<file path="src/common/chan_irq_pkg.sv">
// Constants and types shared by the channel interrupt logic.
// Assumes APB with 32-bit data; one register per aligned word.
package chan_irq_pkg;
  // Register byte offsets
  localparam logic [11:0] CMD_OFF  = 12'h000;
  localparam logic [11:0] RIC_OFF  = 12'h004;
  localparam logic [11:0] VEC_OFF  = 12'h008;
  localparam logic [11:0] FTC_OFF  = 12'h00c;
  localparam logic [11:0] MIC_OFF  = 12'h010;
  localparam logic [11:0] MST_OFF  = 12'h014;
  localparam logic [11:0] SCS_OFF  = 12'h018;
  localparam logic [11:0] MVR_OFF  = 12'h01c;
  localparam logic [11:0] PND_OFF  = 12'h020;
  localparam logic [11:0] DAT_OFF  = 12'h024;
  // Field positions
  localparam int RIC_EXT_IE   = 0;
  localparam int RIC_TX_IE    = 1;
  localparam int RIC_PAR_SPC  = 2;
  localparam int RIC_MODE_LO  = 3;
  localparam int RIC_MODE_HI  = 4;
  localparam int FTC_THR      = 3;
  localparam int MIC_VIS      = 0;
  localparam int MIC_NV       = 1;
  localparam int MIC_DLC      = 2;
  localparam int MIC_MIE      = 3;
  localparam int MIC_STAT_HI  = 4;
  localparam int CMD_LO       = 3;
  localparam int CMD_HI       = 5;
  localparam int MST_RCA      = 0;
  localparam int MST_TBE      = 2;
  localparam int PND_EXT      = 3;
  localparam int PND_TX       = 4;
  localparam int PND_RX       = 5;
  // Reset values
  localparam logic [7:0] RIC_RST = 8'h00;
  localparam logic [7:0] VEC_RST = 8'h00;
  localparam logic [7:0] FTC_RST = 8'h00;
  localparam logic [7:0] MIC_RST = 8'h00;
  // Commands in command register bits 5..3
  localparam logic [2:0] CMD_RST_EXT = 3'h2;
  localparam logic [2:0] CMD_CH_RST  = 3'h3;
  localparam logic [2:0] CMD_ERR_RST = 3'h6;
  localparam logic [2:0] CMD_RST_IUS = 3'h7;
  // Sources in priority order, highest first
  localparam int SRC_RX  = 0;
  localparam int SRC_TX  = 1;
  localparam int SRC_EXT = 2;
  localparam int NSRC    = 3;
  // Receive FIFO
  localparam int          FIFO_DEPTH = 8;
  localparam logic [3:0]  FIFO_THR   = 4'h4;
  // Vector status codes
  localparam logic [1:0] CODE_TBE = 2'h0;
  localparam logic [1:0] CODE_EXT = 2'h1;
  localparam logic [1:0] CODE_RCA = 2'h2;
  localparam logic [1:0] CODE_SPC = 2'h3;
  typedef enum logic [1:0] {
    RX_OFF = 2'h0, RX_FIRST = 2'h1, RX_ALL = 2'h2, RX_SPC_ONLY = 2'h3
  } rx_mode_e;
  typedef struct packed {
    logic       eof;
    logic       framing;
    logic       parity;
    logic [7:0] data;
  } rx_entry_s;
endpackage

</file>
<file path="src/design/irq_source_cell.sv">
// Enable-gated pending flag and under-service flag of one source.
// Assumes grant and clear strobes are one-cycle pulses.
`timescale 1ns/1ps
module irq_source_cell (
  input  wire logic pclk,
  input  wire logic presetn,
  input  wire logic enable,
  input  wire logic set_evt,
  input  wire logic clr_evt,
  input  wire logic grant,
  input  wire logic ius_clr,
  input  wire logic soft_rst,
  output logic      pending_q,
  output logic      ius_q
);
  // Set wins over clear so that a coinciding event is not lost
  always_ff @(posedge pclk or negedge presetn) begin
    if (!presetn) begin
      pending_q <= 1'b0;
    end else if (soft_rst) begin
      pending_q <= 1'b0;
    end else begin
      pending_q <= enable & (set_evt | (pending_q & ~clr_evt));
    end
  end

  always_ff @(posedge pclk or negedge presetn) begin
    if (!presetn) begin
      ius_q <= 1'b0;
    end else if (grant) begin
      ius_q <= 1'b1;
    end else if (ius_clr || soft_rst) begin
      ius_q <= 1'b0;
    end
  end
endmodule

</file>
<file path="src/design/rx_fifo.sv">
// Eight-entry receive data FIFO with per-entry error status.
// Assumes push is refused by the caller while full.
`timescale 1ns/1ps
module rx_fifo import chan_irq_pkg::*; (
  input  wire logic       pclk,
  input  wire logic       presetn,
  input  wire logic       push,
  input  wire rx_entry_s  wr_entry,
  input  wire logic       pop,
  input  wire logic       par_en,
  output rx_entry_s       head,
  output logic [3:0]      count,
  output logic            err_head,
  output logic            err_near
);
  rx_entry_s  mem_q [FIFO_DEPTH];
  logic [2:0] rd_q;
  logic [2:0] wr_q;
  logic [3:0] cnt_q;
  logic       do_pop;
  logic [2:0] idx;

  assign do_pop = pop & (cnt_q != 4'h0);
  assign count  = cnt_q;
  assign head   = mem_q[rd_q];

  always_ff @(posedge pclk or negedge presetn) begin
    if (!presetn) begin
      rd_q  <= 3'h0;
      wr_q  <= 3'h0;
      cnt_q <= 4'h0;
    end else begin
      if (push) begin
        wr_q <= wr_q + 3'h1;
      end
      if (do_pop) begin
        rd_q <= rd_q + 3'h1;
      end
      cnt_q <= cnt_q + {3'h0, push} - {3'h0, do_pop};
    end
  end

  always_ff @(posedge pclk) begin
    if (push) begin
      mem_q[wr_q] <= wr_entry;
    end
  end

  // Errors among the four oldest entries flag a special condition early
  always_comb begin
    err_head = (cnt_q != 4'h0) & (head.eof | head.framing | (par_en & head.parity));
    err_near = 1'b0;
    idx      = rd_q;
    for (int i = 0; i < 4; i++) begin
      idx = rd_q + 3'(i);
      if (4'(i) < cnt_q) begin
        err_near = err_near | mem_q[idx].eof | mem_q[idx].framing | (par_en & mem_q[idx].parity);
      end
    end
  end
endmodule

</file>
<file path="src/design/serial_channel_interrupt_daisy_chain.sv">
// Interrupt control of one serial channel: sources, daisy chain, vector.
// Assumes an APB master, a receiver that pushes bytes, and a CPU that
// drives the acknowledge strobes synchronously to pclk.
//
// Functional notes
// - Request only with master enable, enabled pending, no higher service, chain in high, no ack.
// - Raising a request leaves priority out following priority in.
// - During acknowledge, any pending or in-service bit pulls priority out low.
// - On vector request the highest eligible pending source becomes in-service.
// - Vector driven on acknowledge read unless no-vector is set.
// - Vector unchanged without include-status; else two bits carry a source code.
// - Codes: 00 transmit empty, 01 external, 10 receive char, 11 special.
// - Status low uses bits 2..1; status high uses bit 5 then bit 6.
// - In-service bits clear only by reset-highest command, channel reset command or reset.
// - Disable-lower-chain forces priority out low.
// - Writing transmit data clears the transmit pending bit.
// - Receive control bits 4..3 pick mode; bit 2 makes parity special.
// - Overrun, framing, end of frame, enabled parity are special conditions.
// - Threshold off: one byte raises receive interrupt; seven more fit before overrun.
// - Threshold on: four bytes or a special condition raise receive interrupt.
// - Threshold on: four bytes left after reset-highest raise another interrupt.
// - Threshold on: error in four oldest entries raises special at once.
// - Status bit 0 shows at least one received byte regardless of threshold.
// - Receive interrupts disabled: no receive request, status still readable.
// - Reading receive data pops data and error status together.
// - Fixed internal priority: receiver, transmitter, external status.
// - Master enable at bit 3 of master control; zero suppresses all requests.
`timescale 1ns/1ps
module serial_channel_interrupt_daisy_chain import chan_irq_pkg::*; (
  input  wire logic        pclk,
  input  wire logic        presetn,
  input  wire logic        psel,
  input  wire logic        penable,
  input  wire logic        pwrite,
  input  wire logic [11:0] paddr,
  input  wire logic [31:0] pwdata,
  output logic      [31:0] prdata,
  output logic             pready,
  output logic             pslverr,
  input  wire logic        rx_push,
  input  wire rx_entry_s   rx_in,
  input  wire logic        tx_empty_evt,
  input  wire logic        tx_entry_empty,
  input  wire logic        ext_status_evt,
  input  wire logic        intack,
  input  wire logic        vector_request,
  input  wire logic        priority_in,
  output logic             int_req,
  output logic             priority_out,
  output logic      [7:0]  ack_data,
  output logic             ack_data_oe,
  output logic             tx_write,
  output logic      [7:0]  tx_data
);
  logic [7:0]      ric_q;
  logic [7:0]      vec_q;
  logic [7:0]      ftc_q;
  logic [7:0]      mic_q;
  logic            overrun_q;
  logic [31:0]     prdata_q;
  logic            pready_q;
  logic            pslverr_q;
  logic            pop_ok_q;
  logic            int_req_q;
  logic            pri_out_q;
  logic [7:0]      ack_data_q;
  logic            ack_oe_q;
  logic            tx_write_q;
  logic [7:0]      tx_data_q;
  logic [NSRC-1:0] pend;
  logic [NSRC-1:0] source_under_service;
  logic [NSRC-1:0] ie;
  logic [NSRC-1:0] set_v;
  logic [NSRC-1:0] clr_v;
  logic [NSRC-1:0] req_v;
  logic [NSRC-1:0] grant_v;
  logic [NSRC-1:0] iclr_v;
  logic            acc;
  logic            done;
  logic            wr_en;
  logic            addr_hit;
  logic [31:0]     rd_data;
  logic [2:0]      cmd;
  logic            cmd_ius;
  logic            cmd_err;
  logic            cmd_ext;
  logic            soft_rst;
  logic            dat_wr;
  logic            dat_rd;
  rx_mode_e        mode;
  logic            thr;
  rx_entry_s       head;
  logic [3:0]      count;
  logic            err_head;
  logic            err_near;
  logic            fifo_push;
  logic            avail;
  logic            special;
  logic            rx_cond;
  logic            hit;
  logic            blk;
  logic [1:0]      sel;
  logic [1:0]      code;
  logic            ack_evt;
  logic [7:0]      mvec;

  assign prdata       = prdata_q;
  assign pready       = pready_q;
  assign pslverr      = pslverr_q;
  assign int_req      = int_req_q;
  assign priority_out = pri_out_q;
  assign ack_data     = ack_data_q;
  assign ack_data_oe  = ack_oe_q;
  assign tx_write     = tx_write_q;
  assign tx_data      = tx_data_q;

  //////////////////////////////////////////////////////////////////////////////
  // APB slave: one wait state, so reads are captured before the pop

  assign acc      = psel & penable;
  assign done     = acc & pready_q;
  assign wr_en    = done & pwrite;
  assign cmd      = pwdata[CMD_HI:CMD_LO];
  assign cmd_ius  = wr_en & (paddr == CMD_OFF) & (cmd == CMD_RST_IUS);
  assign cmd_err  = wr_en & (paddr == CMD_OFF) & (cmd == CMD_ERR_RST);
  assign cmd_ext  = wr_en & (paddr == CMD_OFF) & (cmd == CMD_RST_EXT);
  assign soft_rst = wr_en & (paddr == CMD_OFF) & (cmd == CMD_CH_RST);
  assign dat_wr   = wr_en & (paddr == DAT_OFF);
  assign dat_rd   = done & ~pwrite & (paddr == DAT_OFF) & pop_ok_q;

  always_comb begin
    addr_hit = 1'b1;
    rd_data  = 32'h0;
    if (paddr == CMD_OFF) begin
      rd_data = 32'h0;
    end else if (paddr == RIC_OFF) begin
      rd_data[7:0] = ric_q;
    end else if (paddr == VEC_OFF) begin
      rd_data[7:0] = vec_q;
    end else if (paddr == FTC_OFF) begin
      rd_data[7:0] = ftc_q;
    end else if (paddr == MIC_OFF) begin
      rd_data[7:0] = mic_q;
    end else if (paddr == MST_OFF) begin
      rd_data[MST_RCA] = (count != 4'h0);
      rd_data[MST_TBE] = tx_entry_empty;
    end else if (paddr == SCS_OFF) begin
      rd_data[7:4] = {head.eof, head.framing, overrun_q, head.parity};
    end else if (paddr == MVR_OFF) begin
      rd_data[7:0] = mvec;
    end else if (paddr == PND_OFF) begin
      rd_data[PND_RX]  = pend[SRC_RX];
      rd_data[PND_TX]  = pend[SRC_TX];
      rd_data[PND_EXT] = pend[SRC_EXT];
    end else if (paddr == DAT_OFF) begin
      rd_data[7:0] = head.data;
    end else begin
      addr_hit = 1'b0;
    end
  end

  always_ff @(posedge pclk or negedge presetn) begin
    if (!presetn) begin
      pready_q  <= 1'b0;
      prdata_q  <= 32'h0;
      pslverr_q <= 1'b0;
      pop_ok_q  <= 1'b0;
    end else begin
      pready_q <= acc & ~pready_q;
      if (acc && !pready_q) begin
        prdata_q  <= pwrite ? 32'h0 : rd_data;
        pslverr_q <= ~addr_hit;
        pop_ok_q  <= (count != 4'h0);
      end
    end
  end

  always_ff @(posedge pclk or negedge presetn) begin
    if (!presetn) begin
      ric_q <= RIC_RST;
      vec_q <= VEC_RST;
      ftc_q <= FTC_RST;
      mic_q <= MIC_RST;
    end else if (wr_en) begin
      if (paddr == RIC_OFF) begin
        ric_q <= pwdata[7:0];
      end else if (paddr == VEC_OFF) begin
        vec_q <= pwdata[7:0];
      end else if (paddr == FTC_OFF) begin
        ftc_q <= pwdata[7:0];
      end else if (paddr == MIC_OFF) begin
        mic_q <= pwdata[7:0];
      end
    end
  end

  always_ff @(posedge pclk or negedge presetn) begin
    if (!presetn) begin
      tx_write_q <= 1'b0;
      tx_data_q  <= 8'h00;
    end else begin
      tx_write_q <= dat_wr;
      if (dat_wr) begin
        tx_data_q <= pwdata[7:0];
      end
    end
  end

  //////////////////////////////////////////////////////////////////////////////
  // Receive FIFO and receive interrupt condition

  assign mode      = rx_mode_e'(ric_q[RIC_MODE_HI:RIC_MODE_LO]);
  assign thr       = ftc_q[FTC_THR];
  assign fifo_push = rx_push & (count != 4'(FIFO_DEPTH));

  rx_fifo u_rx_fifo (
    .pclk     (pclk),
    .presetn  (presetn),
    .push     (fifo_push),
    .wr_entry (rx_in),
    .pop      (dat_rd),
    .par_en   (ric_q[RIC_PAR_SPC]),
    .head     (head),
    .count    (count),
    .err_head (err_head),
    .err_near (err_near)
  );

  // Overrun stays until the error reset or channel reset command; set wins over either clear
  always_ff @(posedge pclk or negedge presetn) begin
    if (!presetn) begin
      overrun_q <= 1'b0;
    end else if (rx_push && count == 4'(FIFO_DEPTH)) begin
      overrun_q <= 1'b1;
    end else if (cmd_err || soft_rst) begin
      overrun_q <= 1'b0;
    end
  end

  // Pending is a level: with four bytes still held it reasserts after service
  always_comb begin
    avail   = thr ? (count >= FIFO_THR) : (count != 4'h0);
    special = overrun_q | (thr ? err_near : err_head);
    rx_cond = (mode != RX_OFF) & (special | (avail & (mode == RX_FIRST || mode == RX_ALL)));
  end

  //////////////////////////////////////////////////////////////////////////////
  // Source cells

  assign ie[SRC_RX]     = (mode != RX_OFF);
  assign ie[SRC_TX]     = ric_q[RIC_TX_IE];
  assign ie[SRC_EXT]    = ric_q[RIC_EXT_IE];
  assign set_v[SRC_RX]  = rx_cond;
  assign clr_v[SRC_RX]  = ~rx_cond;
  assign set_v[SRC_TX]  = tx_empty_evt;
  assign clr_v[SRC_TX]  = dat_wr;
  assign set_v[SRC_EXT] = ext_status_evt;
  assign clr_v[SRC_EXT] = cmd_ext;

  for (genvar g = 0; g < NSRC; g++) begin : g_src
    irq_source_cell u_cell (
      .pclk      (pclk),
      .presetn   (presetn),
      .enable    (ie[g]),
      .set_evt   (set_v[g]),
      .clr_evt   (clr_v[g]),
      .grant     (grant_v[g]),
      .ius_clr   (iclr_v[g]),
      .soft_rst  (soft_rst),
      .pending_q (pend[g]),
      .ius_q     (source_under_service[g])
    );
  end

  //////////////////////////////////////////////////////////////////////////////
  // Internal daisy chain, acknowledge and vector

  assign ack_evt = intack & vector_request & priority_in & mic_q[MIC_MIE];

  always_comb begin
    blk     = 1'b0;
    hit     = 1'b0;
    sel     = 2'h0;
    req_v   = '0;
    grant_v = '0;
    iclr_v  = '0;
    for (int i = 0; i < NSRC; i++) begin
      req_v[i] = pend[i] & ie[i] & ~source_under_service[i] & ~blk;
      if (req_v[i] && !hit) begin
        sel = 2'(i);
      end
      if (source_under_service[i] && !blk) begin
        iclr_v[i] = cmd_ius;
      end
      hit = hit | req_v[i];
      blk = blk | source_under_service[i];
    end
    if (ack_evt && hit) begin
      grant_v[sel] = 1'b1;
    end
  end

  always_comb begin
    if (!hit) begin
      code = CODE_TBE;
    end else if (sel == 2'(SRC_RX)) begin
      code = special ? CODE_SPC : CODE_RCA;
    end else if (sel == 2'(SRC_TX)) begin
      code = CODE_TBE;
    end else begin
      code = CODE_EXT;
    end
    mvec = vec_q;
    if (mic_q[MIC_VIS] && mic_q[MIC_STAT_HI]) begin
      mvec[5] = code[1];
      mvec[6] = code[0];
    end else if (mic_q[MIC_VIS]) begin
      mvec[2:1] = code;
    end
  end

  always_ff @(posedge pclk or negedge presetn) begin
    if (!presetn) begin
      int_req_q <= 1'b0;
      pri_out_q <= 1'b0;
    end else begin
      int_req_q <= mic_q[MIC_MIE] & hit & priority_in & ~intack;
      if (mic_q[MIC_DLC]) begin
        pri_out_q <= 1'b0;
      end else if (intack) begin
        pri_out_q <= priority_in & ~(|pend) & ~(|source_under_service);
      end else begin
        pri_out_q <= priority_in & ~(|source_under_service);
      end
    end
  end

  // Vector stays on the bus until the acknowledge ends
  always_ff @(posedge pclk or negedge presetn) begin
    if (!presetn) begin
      ack_data_q <= 8'h00;
      ack_oe_q   <= 1'b0;
    end else if (!intack) begin
      ack_oe_q <= 1'b0;
    end else if (ack_evt && hit) begin
      ack_data_q <= mvec;
      ack_oe_q   <= ~mic_q[MIC_NV];
    end
  end
endmodule

</file>
<file path="config.mk">
export PLATFORM = sky130hd
export DESIGN_NAME = serial_channel_interrupt_daisy_chain
export DESIGN_NICKNAME = d
export VERILOG_FILES = /design/src/common/chan_irq_pkg.sv /design/src/design/irq_source_cell.sv /design/src/design/rx_fifo.sv /design/src/design/serial_channel_interrupt_daisy_chain.sv
export SDC_FILE = /design/constraint.sdc
export NUM_CORES = 1
export LEC_CHECK = 0
export BUFFER_PORTS_ARGS = -buffer_cell sky130_fd_sc_hd__buf_2
export CAP_MARGIN = 20
export CORE_ASPECT_RATIO = 0.8
export CORE_MARGIN = 2
export CORE_UTILIZATION = 45
export CTS_CLUSTER_SIZE = 10
export DETAILED_ROUTE_END_ITERATION = 16
export PLACE_DENSITY = 0.7
export SLEW_MARGIN = 20
export SYNTH_ARGS = -nofsm -noshare
export SYNTH_HDL_FRONTEND = slang
export SYNTH_SLANG_ARGS = --single-unit
</file>
<file path="constraint.sdc">
create_clock -name pclk -period 2.3 [get_ports pclk]
set_clock_uncertainty 0.15 [all_clocks]
set_input_delay 0.345 -clock pclk [delete_from_list [all_inputs] [get_ports pclk]]
set_output_delay 0.345 -clock pclk [all_outputs]
set_load 0.005 [all_outputs]
</file>
After elaboration in Yosys (flattened, before gate mapping)
Memory sizes are Yosys's and may differ from the RTL's.
Index checks and enable logic that the tools add are counted.
{"block": "word_totals", "word_cells": 236, "n_memories": 1, "ff_bits": 104, "out_inout_bits": 54, "mem_bits_rw": 88, "input_bits": 67}
{"block": "classes", "n_eq_ne": 19, "add_sub_neg": 6, "n_bitwise": 80, "reduce_logical": 34, "n_mux": 65, "n_lt_le_gt_ge": 7}
{"memory": "u_rx_fifo.mem_q", "words": 8, "word_bits": 11, "read_ports": 4, "rd_ports_with_merged_regs": 0, "write_ports": 1, "line_no": "rx_fifo.sv:16", "source": "rx_entry_s mem_q [FIFO_DEPTH];"}
{"operator": "8-bit 2-to-1 mux", "count": 8}
{"operator": "12-bit by 5-bit equality test with 1-bit output, second input constant", "count": 4}
{"operator": "1-bit bitwise AND", "count": 45}
{"operator": "1-bit 2-to-1 mux", "count": 43}
{"operator": "12-bit by 4-bit equality test with 1-bit output, second input constant", "count": 2}
{"operator": "12-bit by 6-bit equality test with 1-bit output, second input constant", "count": 2}
{"operator": "1-bit OR", "count": 19}
{"operator": "1-bit inverter", "count": 16}
{"operator": "2-bit 2-to-1 mux", "count": 7}
{"operator": "12-bit by 3-bit equality test with 1-bit output, second input constant", "count": 1}
{"operator": "12-bit zero test", "count": 1}
{"operator": "2-bit nonzero test", "count": 5}
{"operator": "1-bit logical AND", "count": 9}
{"operator": "3-bit 2-to-1 mux", "count": 3}
{"operator": "1-bit by 4-bit < comparator with 1-bit output, first input constant", "count": 2}
{"operator": "2-bit by 4-bit < comparator with 1-bit output, first input constant", "count": 2}
{"operator": "4-bit 2-to-1 mux", "count": 2}
{"operator": "3-bit by 1-bit adder with 3-bit output, second input constant", "count": 2}
{"operator": "3-bit by 2-bit adder with 3-bit output, second input constant", "count": 2}
{"operator": "3-bit by 2-bit equality test with 1-bit output, second input constant", "count": 2}
{"operator": "3-bit equality test, second input constant", "count": 2}
{"operator": "3-bit OR reduction", "count": 2}
{"operator": "1-bit zero test", "count": 5}
{"operator": "1-bit logical OR", "count": 5}
{"operator": "other kinds (18)", "count": 20}

Longest topological paths before layout
Gate-level depths: netlist of the first run.
An unclocked memory read counts as a cell.
{"block": "depth", "word_depth": 32, "depth_mapped": 11, "mapped_depth_nobuf": 11}

Cells and area by module
From an unflattened synthesis of the first run, not the netlist that was laid out.
{"block": "hier_totals", "cells_unflattened": 624, "area_unflattened_um2": 8415.6}
{"mod": "rx_fifo", "seq_area_each_um2": 2892.8, "area_per_inst_um2": 4418.0, "cells_per_inst": 239, "n_inst": 1}
{"mod": "serial_channel_interrupt_daisy_chain", "seq_area_each_um2": 1601.5, "area_per_inst_um2": 3753.6, "cells_per_inst": 364, "n_inst": 1}
{"mod": "irq_source_cell", "seq_area_each_um2": 50.0, "area_per_inst_um2": 81.3, "cells_per_inst": 7, "n_inst": 3}

Worst setup path before layout of the first run
No wires, ideal clock.
{"block": "synth_timing", "path_type": "input-to-reg", "startpoint": "input paddr[11]", "endpoint": "register u_rx_fifo.cnt_q[2], in the netlist u_rx_fifo.count[2]", "n_path_buf": 0, "path_slack_ns": -0.499, "setup_time_ns": 0.123, "arrival_ns": 2.526, "required_ns": 2.027, "path_stages": 9, "cell_sequence": "nor4_4 > nand4_1 > nor4b_2 > ha_1 > inv_1 > ha_1 > inv_1 > fa_1 > xnor2_1"}
{"block": "synth_via", "elab_chain_cells": 5}
{"item": "from (decl)", "line_no": "serial_channel_interrupt_daisy_chain.sv:35", "source": "input wire logic [11:0] paddr,"}
{"item": "12-bit by 6-bit equality test with 1-bit output", "line_no": "serial_channel_interrupt_daisy_chain.sv:129", "source": "assign dat_rd = done & ~pwrite & (paddr == DAT_OFF) & pop_ok_q;"}
{"item": "1-bit bitwise AND (2 in series)", "line_no": "serial_channel_interrupt_daisy_chain.sv:129"}
{"item": "1-bit bitwise AND", "line_no": "rx_fifo.sv:23", "source": "assign do_pop = pop & (cnt_q != 4'h0);"}
{"item": "via u_rx_fifo.do_pop", "line_no": "rx_fifo.sv:20", "source": "logic do_pop;"}
{"item": "4-bit by 1-bit subtractor with 4-bit output", "line_no": "rx_fifo.sv:39", "source": "cnt_q <= cnt_q + {3'h0, push} - {3'h0, do_pop};"}
{"item": "to (signal assigned)", "line_no": "rx_fifo.sv:39"}
{"item": "to (decl)", "line_no": "rx_fifo.sv:19", "source": "logic [3:0] cnt_q;"}
The timed path passes the listed nets, and every way through them passes these cells.
A chain may end at the register's enable or synchronous reset.

Worst setup path after layout of the first run
{"block": "layout_timing", "startpoint": "register u_rx_fifo.cnt_q[3], in the netlist u_rx_fifo.count[3]", "endpoint": "register u_rx_fifo.cnt_q[1], in the netlist u_rx_fifo.count[1]"}
{"block": "layout_via", "word_cells_on_any_way": 6, "cone_classes": "add/sub (2); eq/ne (1); bitwise (2); reduce/logical (1)"}
{"item": "4-bit nonzero test", "line_no": "rx_fifo.sv:23"}
{"item": "1-bit bitwise AND", "line_no": "rx_fifo.sv:23"}
{"item": "via u_rx_fifo.do_pop", "line_no": "rx_fifo.sv:20"}
{"item": "4-bit by 1-bit subtractor with 4-bit output", "line_no": "rx_fifo.sv:39"}
The timed path passes the listed nets, and every way through them passes these cells.

==> results of run 1 <==
metal layers:
layer / vias up / track usage, % / wire length (um)
li1: 2569 / - / -
met1: 2903 / 33.67 / 9491
met2: 292 / 33.44 / 9231
met3: 35 / 6.695 / 1967
met4: 0 / 8.160 / 452
met5: - / 0 / 0
cell type report:
cell class / instances / area, um2
fill: 1349 / 7038
timing repair buffer: 188 / 1401
tap: 225 / 281.5
clock buffer: 17 / 425.4
inverter: 25 / 98.84
multi-input combinational: 374 / 3317
clock inverter: 15 / 166.4
sequential: 168 / 4649
power groups by stage:
stage | Sequential (mW) | Clock [mW] | Combinational [mW]
6_report | 3.67 | 2.88 | 1.34
5_1_grt | 3.69 | 3.03 | 1.47
4_1_cts | 3.66 | 2.92 | 1.23
3_5_place_dp | 3.72 | 0 | 1.09
3_3_place_gp | 3.70 | 0 | 1.05
2_1_floorplan | 3.68 | 0 | 0.610
cell usage in the layout, fill, tap and decap left out, types with 7 or more instances in the layout:
master	netlist	final
a21oi_1	14	12
buf_12	0	7
buf_2	6	71
buf_4	25	92
buf_6	2	12
clkbuf_16	0	17
conb_1	1	24
dfrtp_1	80	78
edfxtp_1	88	88
inv_1	24	18
mux2_1	14	14
mux2_2	33	33
mux2i_1	18	10
mux4_2	25	25
nand2_1	35	34
nand3_1	11	10
nand4_1	7	7
nor2_1	32	30
nor3_1	13	9
o21ai_0	19	19
o21ai_1	12	10
timing repair:
item	in CTS	in global routing
setup endpoints to repair	17	93
endpoints found under the hold margin	33	0
setup buffers	14	9
gates resized for setup	52	31
pin swaps	23	18
hold buffers	2	0
synthesized netlist by cell type, types with 10 or more instances:
master	number
edfxtp_1	88
dfrtp_1	80
nand2_1	35
mux2_2	33
nor2_1	32
buf_4	25
mux4_2	25
inv_1	24
o21ai_0	19
mux2i_1	18
a21oi_1	14
mux2_1	14
nor3_1	13
o21ai_1	12
clkbuf_1	11
nand3_1	11
ha_1	10
metrics by stage:
step           power [mW]  hold slack (ns)  instance area (um2)  util, %
2_1_floorplan       4.287          -0.1006                 8119        -
3_3_place_gp        4.747           0.1713                 9271    53.35
4_1_cts             7.816          0.01842                10190    58.63
6_report            7.895          0.04192                10340    59.50
5_1_grt             8.201          0.03525                10340    59.50
3_5_place_dp        4.814           0.1768                 9271    53.35
cell families (layout without fill, tap and decap cells):
logic type / count (synthesis) / in the layout / share of synthesized area [%]
AOI/OAI and AO/OA: 105 / 105 / 9.076
muxes: 90 / 90 / 15.94
other: 1 / 24 / 0.04698
DFF: 168 / 168 / 58.18
adders and majority gates: 11 / 11 / 1.818
buffers and inverters: 71 / 245 / 4.937
and+or+nand+nor: 135 / 135 / 9.013
xor gates and xnor gates: 9 / 9 / 0.9874
how the worst min path moves through the flow:
stage                        start                               to
final                      rx_push            overrun_q$_DFFE_PN0P_
after global routing      rx_in[5]  u_rx_fifo.mem_q[2][5]$_DFFE_PP_
after CTS                  rx_push            overrun_q$_DFFE_PN0P_
after detailed placement   presetn          ack_data[2]$_DFFE_PN0P_
after global placement     presetn          ack_data[2]$_DFFE_PN0P_
after floorplan            presetn          ack_data[0]$_DFFE_PN0P_
worst max-delay path: stages (launching register included):
cell	delay (ns)
dfrtp_1	0.37
inv_2	0.05
ha_4	0.16
nand2_4	0.08
nand4_1	0.14
nor4b_4	0.37
ha_2	0.37
inv_2	0.05
ha_2	0.17
inv_2	0.04
fa_2	0.52
inv_1	0.04
state kept, by name, indices dropped and copies added (netlist names):
register                count
priority_out                1
overrun_q                   1
u_rx_fifo.count             4
tx_write                    1
pready                      1
ack_data_oe                 1
ftc_q                       8
pop_ok_q                    1
u_rx_fifo.rd_q              3
ack_data                    8
prdata                      8
ric_q                       8
g_src.u_cell.pending_q      3
g_src.u_cell.ius_q          3
mic_q                       8
int_req                     1
u_rx_fifo.mem_q            88
tx_data                     8
u_rx_fifo.wr_q              3
pslverr                     1
vec_q                       8
==> summary.md, run 1 <==
| Metric | Value |
|---|---|
| Switching share of power | 27.28% |
| R2R Path End | u_rx_fifo.count[1]$_DFF_PN0_ |
| Asr flop ratio synth | 47.62% |
| Seq pwr share | 46.5% |
| Final net count | 852 |
| CP Capture Point | u_rx_fifo.count[1]$_DFF_PN0_ |
| Critical path data arrival time | 2.79 ns |
| P&R area growth vs syn | 29.53% |
| Max_cap viols | 0 |
| Number of I/O pins | 121 |
| Die Y | 123.1 um |
| HP Class | in2reg |
| Final number of hold-violating endpoints | 0 |
| Final setup vio count | 13 |
| Clk slew on worst S/H paths | 0.07 ns |
| Initial antenna violation count | 0 |
| CP startpoint | u_rx_fifo.count[3]$_DFF_PN0_ |
| Yosys top cell by area | edfxtp_1 |
| Area of the mapped netlist | 7983 um2 |
| Placer Congestion | 0.9771 |
| Cell variety after synth | 76 |
| CP max FO | 2 |
| Final worst-path setup slack | -0.3207 ns |
| RSZ-0062 raised after global routing | true |
| First-pass DRT Iterations | 5 |
| Max-slew violations | 0 |
| DIE AREA | 18830 um2 |
| CP required | 2.47 ns |
| Final ANT Viol Nets | 0 |
| Synth Register Bits | 168 |
| Status | complete, but fails checks |
| Avg Cell Area, Syn | 13.53 um2 |
| H-tree depth | 4 |
| Layout cell share with drive strength beyond 1 | 42.31% |
| Row Count | 43 |
| Via count | 5799 |
| Post-synthesis sequential area ratio | 58.18% |
| F_max | 0.3816 GHz |
| Slew @ Worst Pin | 0.6586 ns |
| Gate power share | 17.0% |
| Clock sink count | 168 |
| Hold path cells | 3 |
| Post-DP HPWL | 15200 um |
| Post-synth top area share | 33.10% |
| Worst rel slew slack | 56.10% |
| Synth Flop Type | edfxtp_1 |
| R2r setup slk | -0.32 ns |
| P_sw | 2.154 mW |
| Root Driver | clkbuf_16 |
| Peak VDD IR | 545.6 uV |
| Largest net degree at the start of global routing | 35 |
| Internal power | 5.741 mW |
| Fin crit share | 113.9% |
| Clock share of power | 36.5% |
| Setup TNS | -2.526 ns |
| Die width | 152.9 um |
| Final WL | 21140 um |
| Min cycle time layout | 2.621 ns |
| First-pass GRT wire length | 32530 um |
| DP Worst Slack | -0.4486 ns |
| Final std cells w/o fill | 1012 |
| Worst r2r src | u_rx_fifo.count[3]$_DFF_PN0_ |
| DR iter-0 viols | 653 |
| Vias/cell | 5.730 |
| DRC Markers | 0 |
| Gate Count Post-Synth | 590 |
| Worst reg-to-reg path cell count | 11 |
| Diode count | 0 |
| Leakage | 4.413 nW |
| TritonCTS Buffers | 17 |
| Post-synth EDFFs | 88 |
| Vias in the first global route | 5681 |
| Failing checks | setup timing |
| Max Buffers Root-to-Sink | 2 |
| Initial Util | 45.94% |
| I/O Buffers | 72 |
| Gr usage total | 23.15% |
| Worst setup SP type | flip-flop |
| CTS tree | yes |
| WL/cell | 20.89 um |
| Core ar. | 17380 um2 |
| Placed cell count | 960 |
| Power per cell area | 763.5 nW/um2 |
| Top cells by area, synth | edfxtp_1, dfrtp_1, mux4_2 |
| Clk_lat worst skew | 0.43 ns |
| Critical Path End Type | flip-flop |
| Total congestion overflow | 0 |
| CP Class | reg2reg |
| Ys Warns | 0 |
(Power assumes the default switching activity.)
==> run 2, diff against run 1 <==
--- a/config.mk
+++ b/config.mk
@@ -12,8 +12,10 @@
 export CORE_UTILIZATION = 45
 export CTS_CLUSTER_SIZE = 10
 export DETAILED_ROUTE_END_ITERATION = 16
+export GPL_TIMING_DRIVEN = 0
 export PLACE_DENSITY = 0.7
 export SLEW_MARGIN = 20
 export SYNTH_ARGS = -nofsm -noshare
 export SYNTH_HDL_FRONTEND = slang
 export SYNTH_SLANG_ARGS = --single-unit
+export TNS_END_PERCENT = 100
==> run 2 against run 1 <==
Maximum frequency up 2.5%. Non-clock buffer count down 42. The flow still finishes with violations (setup timing). Global-route usage fell by 0.26 points. Sequential power barely moved. Via count shrank 5.2%. Hold slack improved by 0.0018 ns. Setup slack gained 0.064 ns. Register-to-register slack improved by 0.06 ns. Design area is 2.5% lower. Sequential share of layout area rose by 1.1 points. Cell count fell by 4.2%.
==> summary.md, run 2 (same netlist as run 1, synthesis figures left out) <==
| Metric | Value |
|---|---|
| Status | complete, but fails checks |
| Failing checks | setup timing |
| I/O Buffers | 70 (-2.8%) |
| Commonest non-fill, non-tap cell in the layout | edfxtp_1 |
| Initial Util | 45.94% (unchanged) |
| Worst r2r src | u_rx_fifo.rd_q[0]$_DFFE_PN0P_ |
| Register area | 4647 um2 (about the same) |
| Diode count | 0 (unchanged) |
| Final instance area | 10080 um2 (-2.5%) |
| R2r setup slk | -0.26 ns (+0.06 ns) |
| H-tree depth | 4 (unchanged) |
| Clock share of power | 36.5% (about the same) |
| Largest net degree at the start of global routing | 60 (+71%) |
| Gate power share | 17.1% (about the same) |
| Number of I/O pins | 121 (unchanged) |
| First-pass GRT wire length | 31850 um (-2.1%) |
| First-pass DRT Iterations | 6 (+1) |
| CTS tree | yes |
| Core ar. | 17380 um2 (unchanged) |
| Root Driver | clkbuf_16 |
| CP required | 2.46 ns (about the same) |
| Final worst-path setup slack | -0.2563 ns (+0.06438 ns) |
| Initial antenna violation count | 0 (unchanged) |
| DR iter-0 viols | 587 (-10%) |
| Final number of hold-violating endpoints | 0 (unchanged) |
| Total congestion overflow | 0 (unchanged) |
| Leakage | 4.193 nW (-5.0%) |
| Dpl cell area | 8786 um2 (-5.2%) |
| Max Buffers Root-to-Sink | 2 (unchanged) |
| Critical Path End Type | flip-flop |
| Multi-input logic area | 3353 um2 (+1.1%) |
| P_sw | 2.136 mW (-0.84%) |
| Vias/cell | 5.670 (-1.0%) |
| Internal power | 5.841 mW (+1.7%) |
| WL/cell | 21.24 um (+1.7%) |
| Die width | 152.9 um (unchanged) |
| Most frequent cells in the layout | edfxtp_1, dfrtp_1, buf_2 |
| Placer Congestion | 0.9394 (-3.9%) |
| F_max | 0.3912 GHz (+2.5%) |
| Min cycle time layout | 2.556 ns (-0.06438 ns) |
| Max-slew violations | 0 (unchanged) |
| CP startpoint | u_rx_fifo.rd_q[0]$_DFFE_PN0P_ |
| Clock sink count | 168 (unchanged) |
| Slew @ Worst Pin | 0.6255 ns (-0.03306 ns) |
| Clk slew on worst S/H paths | 0.07 ns (about the same) |
| CP max FO | 10 (+8) |
| Peak VDD IR | 541.7 uV (-0.71%) |
| Top reg by flops | u_rx_fifo.mem_q |
| CP Capture Point | prdata[1]$_DFFE_PN0P_ |
| Final setup vio count | 11 (-2) |
| Gr usage total | 22.89% (-0.26 points) |
| Row Count | 43 (unchanged) |
| R2R Path End | prdata[1]$_DFFE_PN0P_ |
| RSZ-0062 raised after global routing | true |
| Final net count | 810 (-4.9%) |
| Worst rel slew slack | 58.02% (+1.9 points) |
| TritonCTS Buffers | 17 (unchanged) |
| P&R area growth vs syn | 26.27% |
| Clk_lat worst skew | 0.43 ns (about the same) |
| Die Y | 123.1 um (unchanged) |
| CP Class | reg2reg |
| Via count | 5500 (-5.2%) |
| Post-DP HPWL | 14460 um (-4.8%) |
| Seq pwr share | 46.4% (about the same) |
| Power per cell area | 791.4 nW/um2 (+3.6%) |
| HP Class | in2reg |
| Final ANT Viol Nets | 0 (unchanged) |
| Layout cell share with drive strength beyond 1 | 38.26% (-4.1 points) |
| # fillers | 1347 (-0.15%) |
| Vias in the first global route | 5411 (-4.8%) |
| Max_cap viols | 0 (unchanged) |
| Max FFs per register | 88 (unchanged) |
| Fin crit share | 111.1% (-2.8 points) |
| DIE AREA | 18830 um2 (unchanged) |
| DRC Markers | 0 (unchanged) |
| Setup TNS | -1.718 ns (+0.8077 ns) |
| Final WL | 20600 um (-2.6%) |
| Critical path data arrival time | 2.71 ns (-0.08 ns) |
| Switching share of power | 26.77% (-0.51 points) |
| Worst reg-to-reg path cell count | 9 (-2) |
| Worst setup SP type | flip-flop |
## run 2: changes by cell type in the layout (fill, tap and decap cells not counted), moves of 3 or more
cell        previous run  this run
clkbuf_1               0        10
buf_6                 12         2
buf_4                 92        45
nor2_1                30        25
buf_12                 7        13
clkinv_4               5         1
clkinvlp_4             0         4
nor2_4                 0         7
buf_8                  4         1
## run 2: per-stage QoR
stage | util (%) | setup slack, ns | hold slack (ns) | std cells | power, mW
final | 58.00 | -0.2563 | 0.04374 | 970 | 7.977
after global placement | 50.36 | -1.022 | 0.3075 | 908 | 4.587
after detailed placement | 50.56 | -1.091 | 0.1137 | 909 | 4.663
after global routing | 58.00 | -0.3814 | 0.02694 | 970 | 8.296
after floorplan | - | -0.4440 | -0.1006 | 613 | 4.287
after CTS | 57.00 | -0.2409 | 0.01887 | 962 | 7.883
## run 2: power by group through the flow
| stage | sequential, mW | clock, mW | combinational (mW) |
|---|---|---|---|
| finish | 3.70 | 2.91 | 1.37 |
| floorplan | 3.68 | 0 | 0.610 |
| global placement | 3.71 | 0 | 0.878 |
| global route | 3.73 | 3.09 | 1.48 |
| detailed placement | 3.73 | 0 | 0.928 |
| CTS | 3.69 | 2.95 | 1.24 |
## run 2: timing repair
item,4_1_cts,5_1_grt
buffers inserted,20,8
pin swaps,25,13
cloned,0,0
endpoints found under the hold margin,22,0
hold buffers,2,0
endpoints found under the setup margin,108,98
gates resized for setup,64,17
## run 2: how the worst min path moves through the flow
stage | from | to | slack, ns | cells after the start
final | rx_in[2] | u_rx_fifo.mem_q[1][2]$_DFFE_PP_ | 0.04 | 1
after global routing | pwdata[1] | mic_q[1]$_DFFE_PN0P_ | 0.03 | 2
after CTS | rx_in[2] | u_rx_fifo.mem_q[1][2]$_DFFE_PP_ | 0.02 | 1
after detailed placement | presetn | ack_data[5]$_DFFE_PN0P_ | 0.11 | 1
after global placement | pslverr$_DFFE_PN0P_ | pslverr$_DFFE_PN0P_ | 0.31 | 1
after floorplan | presetn | ack_data[0]$_DFFE_PN0P_ | -0.10 | 0
## run 2: per-layer routing
layer	global-route usage, %	share of wire (%)	vias to the layer above
met5	0	0	-
met4	6.539	1.6	0
met3	6.555	8.0	22
met2	32.65	43	250
met1	34.29	47	2735
li1	-	-	2493
## run 2: layout make-up
class                           instances  area share, %
Multi-Input combinational cell        374          33.27
Clock inverter                         13          1.663
Sequential cell                       168          46.10
Buffer                                 45          3.538
Inverter                               25          1.043
Tap cell                              225          2.793
Clock buffer                           19          4.295
Timing Repair Buffer                  101          7.299
## run 2: worst max-delay path: stages (launching register included)
cell	delay [ns]
dfrtp_1	0.40
buf_8	0.15
buf_6	0.15
nor3_1	0.31
nor2_1	0.08
mux4_2	0.49
o211ai_1	0.23
nand3_2	0.18
a21oi_2	0.22
o21ai_1	0.08
